<file path="src/logic/pax_params.svh">
// Purpose: Offsets, field positions, reset values and timing counts
// Assumes: Register index times four gives the Avalon byte address
// Notes: Included by the design files
`ifndef PAX_PARAMS_SVH
`define PAX_PARAMS_SVH

`define PAX_IDX_ANEXP 6'h06
`define PAX_IDX_CFG 6'h10

`define PAX_ANEXP_PFAULT 4
`define PAX_ANEXP_LPNP 3
`define PAX_ANEXP_LNP 2
`define PAX_ANEXP_PRX 1
`define PAX_ANEXP_LPAN 0

`define PAX_CFG_SMR 3
`define PAX_CFG_RESET 16'h0414
`define PAX_CFG_WMASK 16'hfdf7

`define PAX_CLK_PERIOD_NS 10
`define PAX_SMR_TIME_NS 200
`define PAX_SMR_CYCLES ((`PAX_SMR_TIME_NS + `PAX_CLK_PERIOD_NS - 1) / `PAX_CLK_PERIOD_NS)

`endif

</file>
<file path="src/logic/pax_pkg.sv">
// Purpose: Types shared by the register bank and its sequencer
// Assumes: Nothing
// Notes: First struct member is the most significant bit
package pax_pkg;

    typedef enum logic {PAX_BUS_IDLE, PAX_BUS_DONE} pax_bus_state_type;

    typedef enum logic {PAX_SMR_IDLE, PAX_SMR_RUN} pax_smr_state_type;

    typedef struct packed {
        logic parDetectFault;
        logic partnerNextPage;
        logic pageReceived;
        logic partnerAutoneg;
        logic signalDetector;
        logic lineLink100;
    } pax_an_status_type;

    typedef struct packed {
        logic codecBypass;
        logic scrambleBypass;
        logic alignBypass;
        logic signalDetectOk;
        logic mediaModeTx;
        logic linkGood100;
        logic autoPowerDown;
        logic preambleSuppress;
        logic sleepMode;
        logic remoteLoopOut;
        logic stateMachineReset;
    } pax_dp_ctl_type;

    typedef struct packed {
        logic codingBypass;
        logic scramblerBypass;
        logic alignmentBypass;
        logic signalDetectOverride;
        logic rsvd11;
        logic mediaModeSelect;
        logic rsvd9;
        logic rsvd8;
        logic forcedLink;
        logic speedLedReserved;
        logic collisionLedReserved;
        logic reducedPowerEnable;
        logic stateMachineReset;
        logic mgmtPreambleSuppress;
        logic sleepMode;
        logic remoteLoopOut;
    } pax_cfg_type;

endpackage

</file>
<file path="src/logic/pax_sm_reset.sv">
// Purpose: Holds the PHY state machine reset for a fixed time
// Assumes: start is a one-cycle pulse
// Notes: A start while running restarts the count
`timescale 1ns/10ps
`include "pax_params.svh"

module pax_sm_reset #(
    parameter int CYCLES = `PAX_SMR_CYCLES
) (
    input wire logic clk,
    input wire logic sys_rst,
    input wire logic start,
    output logic busy
);
    import pax_pkg::*;

    localparam int CW = $clog2(CYCLES + 1);
    localparam logic [CW-1:0] LAST = CW'(CYCLES - 1);

    pax_smr_state_type state_q, state_d;
    logic [CW-1:0] count_q, count_d;
    logic busy_q, busy_d;

    always_comb begin
        state_d = state_q;
        count_d = count_q;
        case (state_q)
            PAX_SMR_IDLE: begin
                if (start) begin
                    state_d = PAX_SMR_RUN;
                    count_d = '0;
                end
            end
            PAX_SMR_RUN: begin
                if (start) begin
                    count_d = '0;
                end else if (count_q == LAST) begin
                    state_d = PAX_SMR_IDLE;
                end else begin
                    count_d = count_q + CW'(1);
                end
            end
            default: begin
                state_d = PAX_SMR_IDLE;
            end
        endcase
        busy_d = (state_d == PAX_SMR_RUN);
    end

    always_ff @(posedge clk or posedge sys_rst) begin
        if (sys_rst) begin
            state_q <= PAX_SMR_IDLE;
            count_q <= '0;
            busy_q <= 1'b0;
        end else begin
            state_q <= state_d;
            count_q <= count_d;
            busy_q <= busy_d;
        end
    end

    assign busy = busy_q;
endmodule

</file>
<file path="src/logic/pax_regs.sv">
// Purpose: Expansion and vendor configuration registers on Avalon-MM
// Assumes: Status inputs synchronous to clk; byte addressing on the bus
// Notes: Each access answers with waitrequest low one cycle after it is seen
//
// Decided for this implementation: the Avalon-MM slave port.
`timescale 1ns/10ps
`include "pax_params.svh"

module pax_regs #(
    parameter int ADDR_W = 8,
    parameter int SMR_CYCLES = `PAX_SMR_CYCLES
) (
    input wire logic clk,
    input wire logic sys_rst,
    input wire logic [ADDR_W-1:0] avs_address,
    input wire logic avs_read,
    input wire logic avs_write,
    input wire logic [31:0] avs_writedata,
    input wire logic [3:0] avs_byteenable,
    output logic [31:0] avs_readdata,
    output logic avs_waitrequest,
    input wire pax_pkg::pax_an_status_type anStatus,
    output pax_pkg::pax_dp_ctl_type dpCtl
);
    import pax_pkg::*;

    // Word index hit for a register
    function automatic logic hitIndex(input logic [ADDR_W-1:0] addr,
                                      input logic [5:0] idx);
        logic [ADDR_W-1:0] wide;
        wide = {{(ADDR_W-6){1'b0}}, idx};
        hitIndex = (addr[ADDR_W-1:2] == wide[ADDR_W-3:0]);
    endfunction

    // Byte lane merge of a 16-bit register
    function automatic logic [15:0] mergeLanes(input logic [15:0] old,
                                               input logic [15:0] data,
                                               input logic [1:0] be);
        logic [15:0] res;
        res = old;
        if (be[0]) begin
            res[7:0] = data[7:0];
        end
        if (be[1]) begin
            res[15:8] = data[15:8];
        end
        mergeLanes = res;
    endfunction

    // Bus handshake state
    pax_bus_state_type busState_q, busState_d;
    logic waitReq_q, waitReq_d;
    logic [31:0] readData_q, readData_d;

    // Latched status
    logic parFault_q, parFault_d;
    logic pageRx_q, pageRx_d;

    // Configuration storage
    pax_cfg_type cfg_q, cfg_d;
    logic sleepPrev_q, sleepPrev_d;

    // Datapath controls
    pax_dp_ctl_type dp_q, dp_d;

    // Decoded access
    logic accept;
    logic hitAnexp;
    logic hitCfg;
    logic readAnexp;
    logic writeCfg;
    logic smrStart;
    logic smrBusy;
    logic wake;
    logic [15:0] anexpView;
    logic [15:0] cfgView;
    logic [15:0] cfgMerged;

    assign accept = (busState_q == PAX_BUS_IDLE) && (avs_read || avs_write);
    assign hitAnexp = hitIndex(avs_address, `PAX_IDX_ANEXP);
    assign hitCfg = hitIndex(avs_address, `PAX_IDX_CFG);
    assign readAnexp = accept && avs_read && hitAnexp;
    assign writeCfg = accept && avs_write && hitCfg;

    // Expansion view; upper bits and local next page fixed at zero
    always_comb begin
        anexpView = 16'h0000;
        anexpView[`PAX_ANEXP_PFAULT] = parFault_q;
        anexpView[`PAX_ANEXP_LPNP] = anStatus.partnerNextPage;
        anexpView[`PAX_ANEXP_LNP] = 1'b0;
        anexpView[`PAX_ANEXP_PRX] = pageRx_q;
        anexpView[`PAX_ANEXP_LPAN] = anStatus.partnerAutoneg;
    end

    // Config view; the reset bit reads back the live sequencer
    always_comb begin
        cfgView = cfg_q;
        cfgView[`PAX_CFG_SMR] = smrBusy;
    end

    assign cfgMerged = mergeLanes(cfg_q, avs_writedata[15:0], avs_byteenable[1:0]);

    // Bus handshake
    always_comb begin
        busState_d = busState_q;
        waitReq_d = waitReq_q;
        readData_d = readData_q;
        case (busState_q)
            PAX_BUS_IDLE: begin
                waitReq_d = 1'b1;
                if (avs_read || avs_write) begin
                    busState_d = PAX_BUS_DONE;
                    waitReq_d = 1'b0;
                    if (avs_read) begin
                        if (hitAnexp) begin
                            readData_d = {16'h0000, anexpView};
                        end else if (hitCfg) begin
                            readData_d = {16'h0000, cfgView};
                        end else begin
                            readData_d = 32'h0000_0000;
                        end
                    end
                end
            end
            PAX_BUS_DONE: begin
                busState_d = PAX_BUS_IDLE;
                waitReq_d = 1'b1;
            end
            default: begin
                busState_d = PAX_BUS_IDLE;
                waitReq_d = 1'b1;
            end
        endcase
    end

    always_ff @(posedge clk or posedge sys_rst) begin
        if (sys_rst) begin
            busState_q <= PAX_BUS_IDLE;
            waitReq_q <= 1'b1;
            readData_q <= 32'h0000_0000;
        end else begin
            busState_q <= busState_d;
            waitReq_q <= waitReq_d;
            readData_q <= readData_d;
        end
    end

    // Latched status; a new event beats the read clear
    always_comb begin
        parFault_d = anStatus.parDetectFault | parFault_q;
        if (readAnexp) begin
            parFault_d = anStatus.parDetectFault;
        end
        pageRx_d = anStatus.pageReceived | pageRx_q;
        if (readAnexp) begin
            pageRx_d = anStatus.pageReceived;
        end
    end

    always_ff @(posedge clk or posedge sys_rst) begin
        if (sys_rst) begin
            parFault_q <= 1'b0;
            pageRx_q <= 1'b0;
        end else begin
            parFault_q <= parFault_d;
            pageRx_q <= pageRx_d;
        end
    end

    // Configuration writes
    always_comb begin
        cfg_d = cfg_q;
        smrStart = 1'b0;
        if (writeCfg) begin
            cfg_d = cfgMerged & `PAX_CFG_WMASK;
            smrStart = avs_byteenable[0] && avs_writedata[`PAX_CFG_SMR];
        end
        sleepPrev_d = cfg_q.sleepMode;
    end

    // Leaving sleep restarts the state machines, config is kept
    assign wake = sleepPrev_q && !cfg_q.sleepMode;

    always_ff @(posedge clk or posedge sys_rst) begin
        if (sys_rst) begin
            cfg_q <= `PAX_CFG_RESET;
            sleepPrev_q <= 1'b0;
        end else begin
            cfg_q <= cfg_d;
            sleepPrev_q <= sleepPrev_d;
        end
    end

    pax_sm_reset #(
        .CYCLES(SMR_CYCLES)
    ) u_sm_reset (
        .clk(clk),
        .sys_rst(sys_rst),
        .start(smrStart || wake),
        .busy(smrBusy)
    );

    // Datapath controls
    always_comb begin
        dp_d.codecBypass = cfg_q.codingBypass | cfg_q.alignmentBypass;
        dp_d.scrambleBypass = cfg_q.scramblerBypass | cfg_q.alignmentBypass;
        dp_d.alignBypass = cfg_q.alignmentBypass;
        dp_d.signalDetectOk = anStatus.signalDetector | cfg_q.signalDetectOverride;
        dp_d.mediaModeTx = cfg_q.mediaModeSelect;
        dp_d.linkGood100 = anStatus.lineLink100 | cfg_q.forcedLink;
        dp_d.autoPowerDown = cfg_q.reducedPowerEnable;
        dp_d.preambleSuppress = cfg_q.mgmtPreambleSuppress;
        dp_d.sleepMode = cfg_q.sleepMode;
        dp_d.remoteLoopOut = cfg_q.remoteLoopOut;
        dp_d.stateMachineReset = smrBusy;
    end

    always_ff @(posedge clk or posedge sys_rst) begin
        if (sys_rst) begin
            dp_q <= '0;
        end else begin
            dp_q <= dp_d;
        end
    end

    assign avs_readdata = readData_q;
    assign avs_waitrequest = waitReq_q;
    assign dpCtl = dp_q;
endmodule

</file>
<file path="config.mk">
export PLATFORM = sky130hd
export DESIGN_NAME = pax_regs
export DESIGN_NICKNAME = d
export VERILOG_FILES = /design/src/logic/pax_pkg.sv /design/src/logic/pax_sm_reset.sv /design/src/logic/pax_regs.sv
export VERILOG_INCLUDE_DIRS = /design/src /design/src/logic
export SDC_FILE = /design/constraint.sdc
export NUM_CORES = 1
export LEC_CHECK = 0
export BUFFER_PORTS_ARGS = -buffer_cell sky130_fd_sc_hd__buf_2
export CAP_MARGIN = 10
export CELL_PAD_IN_SITES_DETAIL_PLACEMENT = 0
export CELL_PAD_IN_SITES_GLOBAL_PLACEMENT = 1
export CORE_MARGIN = 3
export CORE_UTILIZATION = 37
export DETAILED_ROUTE_END_ITERATION = 16
export PLACE_DENSITY = 0.87
export SYNTH_ARGS = -nofsm -noshare
export SYNTH_HDL_FRONTEND = slang
export SYNTH_SLANG_ARGS = --single-unit
</file>
<file path="constraint.sdc">
create_clock -name clk -period 3.5 [get_ports clk]
set_clock_uncertainty 0.05 [all_clocks]
set_input_delay 0.7 -clock clk [delete_from_list [all_inputs] [get_ports clk]]
set_output_delay 0.7 -clock clk [all_outputs]
set_load 0.05 [all_outputs]
</file>
==> metrics.txt, run 1 <==
Yosys top cell area share=54.1%; R2R depth=3; All-Layer GR Usage=12.7%; WHS Path Cells=0; # hold bufs at CTS=0; Max Clock Freq=0.471 GHz; Total Power=1280 uW; status=complete, no violations; Crit Path Class=primary input to flop; # setup viols final=0; flop2flop setup slack=1.67 ns; Synth area leader=dfrtp_1; Avg Vias per Cell=4.57; crit-path max FO=13; Rel. slew slack=32.4%; setup bufs post-CTS=0; hold_ws=0.363 ns; Final Cycle Share=60.7%; YS warnings=0; PortBufs=59; CTS clock-pin slew for the worst setup and hold paths=0.08 ns; Sink Count=50; global-route wire length before repair=6.37 mm; # nets final=291; Final ANT Viol Nets=0; register area=1260 sq um; Root Driver=clkbuf_8; Clock Path Buffers=2; Final Hold Viols=0; Post-synth EDFFs=0; VDD IR max=0.000250 V; core region area=5340 sq um; total wire length=4.02 mm; HPWL Detailed=2.97 mm; Worst Path Required=3.63 ns; Async SR Flop Fraction=100%; Pins Over Slew Limit=0; io pins=98; number of H-tree levels=2; initial drt markers=29; die area=6700 sq um; Multi-input gate area=738 sq um; synthesized area per cell=12.0 sq um; initial antenna violation count=0; Syn Inst Count=177; Synth area leaders=dfrtp_1, buf_4, mux2_2, nand2_1, dfstp_2; RSZ-0062 raised after global routing=false; Main synth FF type=dfrtp_1; GP Congestion=0.761; Via Count=1399; arrival time worst endpoint=2.26 ns; share of cells above drive strength 1=39.8%; Final Util=46.4%; crit path launch type=primary input; max-cap violations=0; WL per Instance=13.1 um; row cnt=26; cell area after synthesis=2130 sq um; Post-route DRC=0; sequential area share after synthesis=59.0%; hold crit path type=flop to flop; Slew @ Worst Pin=1.01 ns; number of synthesized register bits=50; diode count=0; CTS tree=done; number of global-route vias before repair=1300; post-CTS resize count=0; setup TNS=0 ns; DRT Pass-1 Iters=4; Synth cell types=35; LEAKAGE=0.00126 uW; initial core utilization=39.9%; pwr dens=517 nW/um^2; Area Growth Syn to Fin=16.3%; fin crit period=2.12 ns; Fillers=525; Critical Path End Type=flop; largest net degree at the start of global routing=51; TritonCTS buffer count=5; Die W=81.8 um; clock insertion delay at the later pin of the skew report=0.29 ns; Die Y=81.8 um; Congestion Overflow GR=0
==> per-stage QoR <==
step	std cells	setup slack [ns]	cell area (sq um)
2_1_floorplan	193	1.56	2190
3_3_place_gp	299	1.08	2400
3_5_place_dp	299	1.06	2400
4_1_cts	306	1.38	2480
5_1_grt	306	1.32	2480
6_report	306	1.38	2480
==> where the power goes <==
part,total (uW),internal [uW],switching (uW)
sequential,695,640,54.2
combinational,277,96.6,180
clock,310,137,173
total,1280,874,407
==> path summary, 6_finish.rpt <==
path,from,to
setup reg to reg,busState_q,cfgView[5]
setup / recovery,avs_address[3],cfgView[5]
hold / removal,cfgView[10],dpCtl[6]
min in group asynchronous,sys_rst,u_sm_reset.count_q[1]
hold reg to reg,cfgView[10],dpCtl[6]
max in group asynchronous,sys_rst,u_sm_reset.state_q
==> placed cells by master (no fill, tap or decap), types with 2 or more instances in the layout <==
master / n
mux2_4: 4
a21o_1: 2
buf_2: 59
conb_1: 17
nor2b_1: 3
clkbuf_8: 5
dfrtp_1: 46
nor2_1: 2
nand3_1: 2
a211oi_1: 2
a22oi_1: 4
o21ai_0: 17
inv_1: 2
xor2_1: 2
a221oi_1: 3
dfstp_2: 4
or2_2: 4
nand2_1: 30
mux2_2: 10
nand4_1: 2
==> sequential cells by signal, summed over array words and instances (netlist names) <==
signal / flops
u_sm_reset.state_q: 1
dpCtl: 11
sleepPrev_d: 1
avs_waitrequest: 1
busState_q: 1
cfgView: 13
avs_readdata: 15
u_sm_reset.count_q: 5
pageRx_q: 1
parFault_q: 1
==> worst max-delay path, stage by stage <==
cell     delay (ns)
buf_2          0.12
nor3b_4        0.35
and4_1         0.68
mux2_2         0.40
==> metal layers <==
layer | wire, um | global-route usage, % | vias up
li1 | - | - | 686
met1 | 1790 | 17.9 | 644
met2 | 1810 | 18.5 | 59
met3 | 311 | 2.74 | 10
met4 | 106 | 6.15 | 0
met5 | 0 | 0 | -
==> cell families after synthesis <==
family | count (synthesis) | synth area share (%)
compound gates | 29 | 8.58
xor+xnor | 2 | 0.823
fa+ha+maj | 1 | 0.588
buf+inv | 27 | 9.11
flops | 50 | 59.0
mux | 14 | 8.11
other cells | 1 | 0.176
simple gates | 53 | 13.6
==> cells in the mapped netlist, types with 2 or more instances <==
library cell	count
nand4_1	2
nor2_1	2
a211oi_1	2
mux2_2	10
nand2_1	30
a221oi_1	3
mux2_4	4
inv_1	3
clkbuf_1	3
a21o_1	2
xor2_1	2
o21ai_0	17
buf_4	18
or2_2	4
dfstp_2	4
dfrtp_1	46
nor2b_1	3
a22oi_1	4
nand3_1	2
==> final cells by class <==
cell class	instances	share of cell area (%)
Multi-Input combinational cell	116	29.8
Sequential cell	50	50.7
Inverter	3	0.455
Tap cell	70	3.54
Timing Repair Buffer	60	12.2
Clock buffer	6	2.93
Clock inverter	1	0.303
(Power assumes the default switching activity.)
==> run 2, diff against run 1 <==
--- a/config.mk
+++ b/config.mk
@@ -11,9 +11,9 @@
 export CELL_PAD_IN_SITES_DETAIL_PLACEMENT = 0
 export CELL_PAD_IN_SITES_GLOBAL_PLACEMENT = 1
 export CORE_MARGIN = 3
-export CORE_UTILIZATION = 37
+export CORE_UTILIZATION = 35
 export DETAILED_ROUTE_END_ITERATION = 16
-export PLACE_DENSITY = 0.87
+export PLACE_DENSITY = 0.83
 export SYNTH_ARGS = -nofsm -noshare
 export SYNTH_HDL_FRONTEND = slang
 export SYNTH_SLANG_ARGS = --single-unit
==> constraint.sdc (replaced) <==
create_clock -name clk -period 2.2 [get_ports clk]
set_clock_uncertainty 0.05 [all_clocks]
set_input_delay 0.44 -clock clk [delete_from_list [all_inputs] [get_ports clk]]
set_output_delay 0.44 -clock clk [all_outputs]
set_load 0.05 [all_outputs]
==> metrics.txt, run 2 (synthesized netlist as in run 1, its figures left out) <==
pre-CTS WS=0.461 ns (-0.596 ns); Root Driver=clkbuf_8; VDD IR max=0.000310 V (+24%); largest net degree at the start of global routing=30 (-41%); clock insertion delay at the later pin of the skew report=0.30 ns (about the same); diode count=0 (unchanged); number of global-route vias before repair=1388 (+6.8%); Total Power=2060 uW (+61%); DRT Pass-1 Iters=4 (unchanged); WL per Instance=13.2 um (+0.64%); fin crit period=1.60 ns; Crit Path Class=flop to flop; All-Layer GR Usage=12.3% (-0.38 points); HPWL Detailed=3.11 mm (+4.8%); Die W=84.0 um (+2.6%); commonest cells after routing, fill and taps aside=buf_2, dfrtp_1, nand2_1; global-route wire length before repair=6.90 mm (+8.4%); TritonCTS buffer count=5 (unchanged); pwr dens=817 nW/um^2 (+58%); setup bufs post-CTS=0 (unchanged); Rel. slew slack=59.2% (+27 points); RSZ-0062 raised after global routing=false; Max Clock Freq=0.626 GHz; total wire length=4.12 mm (+2.6%); hold crit path type=primary input to async pin; Sink Count=50 (unchanged); Slew @ Worst Pin=0.611 ns (-0.401 ns); max-cap violations=0 (unchanged); critical path's slowest cell=or4bb_1; core region area=5710 sq um (+7.0%); Pins Over Slew Limit=0 (unchanged); Final ANT Viol Nets=0 (unchanged); family with the most delay on the worst path=simple AND/OR/NAND/NOR gates; setup TNS=0 ns (unchanged); # hold bufs at CTS=0 (unchanged); Final Hold Viols=0 (unchanged); CTS clock-pin slew for the worst setup and hold paths=0.09 ns (about the same); initial drt markers=38 (+31%); initial antenna violation count=0 (unchanged); io pins=98 (unchanged); Clock Path Buffers=2 (unchanged); share of cells above drive strength 1=41.3% (+1.4 points); LEAKAGE=0.00128 uW (+1.9%); # setup viols final=0 (unchanged); Area Growth Syn to Fin=18.6%; max reg flops=15 (unchanged); initial core utilization=37.3% (-2.6 points); row cnt=27 (+3.8%); Via Count=1426 (+1.9%); Final Util=44.2% (-2.2 points); post-CTS resize count=0 (unchanged); PortBufs=59 (unchanged); most common library cell in the layout ignoring fill and taps=buf_2; Die Y=84.0 um (+2.6%); Avg Vias per Cell=4.57 (about the same); CTS tree=done; crit-path max FO=5 (-8); crit path launch type=flop; buffer and inverter count on the worst path=0 (-1); Critical Path End Type=flop; status=complete, no violations; Congestion Overflow GR=0 (unchanged); number of H-tree levels=2 (unchanged); arrival time worst endpoint=1.73 ns (-0.53 ns); Worst Path Required=2.33 ns (-1.30 ns); Critical Path Max Stage Delay=0.46 ns (-0.22 ns); die area=7050 sq um (+5.3%); # nets final=295 (+1.4%); setup ws final=0.603 ns (-0.772 ns); Post-route DRC=0 (unchanged); crit-path cells=ha_1 > or4bb_1 > a221o_2; GP Congestion=0.724 (-5.0%); Final Cycle Share=72.6%
==> run 2: metal layers <==
metal  wire length, um  vias up  part of all wire (%)  GRT usage (%)
met2              1910       60                    46           19.2
met5                 0        -                     0              0
met3               231        4                   5.6           3.16
li1                  -      698                     -              -
met1              1930      664                    47           16.5
met4                47        0                   1.1           4.68
==> run 2: path summary, 6_finish.rpt <==
kind / slack [ns] / startpoint / cells past startpoint / end
min reg2reg: 0.36 / cfgView[10] / 0 / dpCtl[6]
max: 0.60 / u_sm_reset.count_q[0] / 3 / u_sm_reset.state_q
min in group clk: 0.27 / anStatus[3] / 2 / pageRx_q
max in group asynchronous: 1.41 / sys_rst / 3 / cfgView[2]
min: 0.09 / sys_rst / 2 / avs_readdata[0]
max reg2reg: 0.60 / u_sm_reset.count_q[0] / 3 / u_sm_reset.state_q
==> run 2: stage by stage <==
step           hold slack, ns  instance area (sq um)  instances
2_1_floorplan           0.299                   2190        193
3_3_place_gp            0.349                   2440        305
3_5_place_dp            0.354                   2440        305
4_1_cts                 0.112                   2520        312
5_1_grt                 0.149                   2520        312
6_report               0.0937                   2520        312
==> run 2: worst register-to-register path: stages, from the launching register on <==
cell and delay [ns]:
dfrtp_1 0.40, ha_1 0.23, or4bb_1 0.46, a221o_2 0.35
==> run 2: area by class of cell <==
| cell class | count | area [sq um] |
|---|---|---|
| repair buffers | 64 | 345 |
| clock buffers | 5 | 68.8 |
| well taps | 72 | 90.1 |
| multi-input cells | 116 | 738 |
| inverters | 3 | 11.3 |
| flip-flops and latches | 50 | 1260 |
| fillers | 537 | 3180 |
| clock inverters | 2 | 15.0 |
==> run 2: power breakdown <==
group	internal (uW)	total (uW)	switching (uW)	leakage [uW]
Sequential	1020	1100	84.7	0.000650
Combinational	159	446	288	0.000594
Clock	217	513	296	0.0000362
Total	1400	2060	668	0.00128
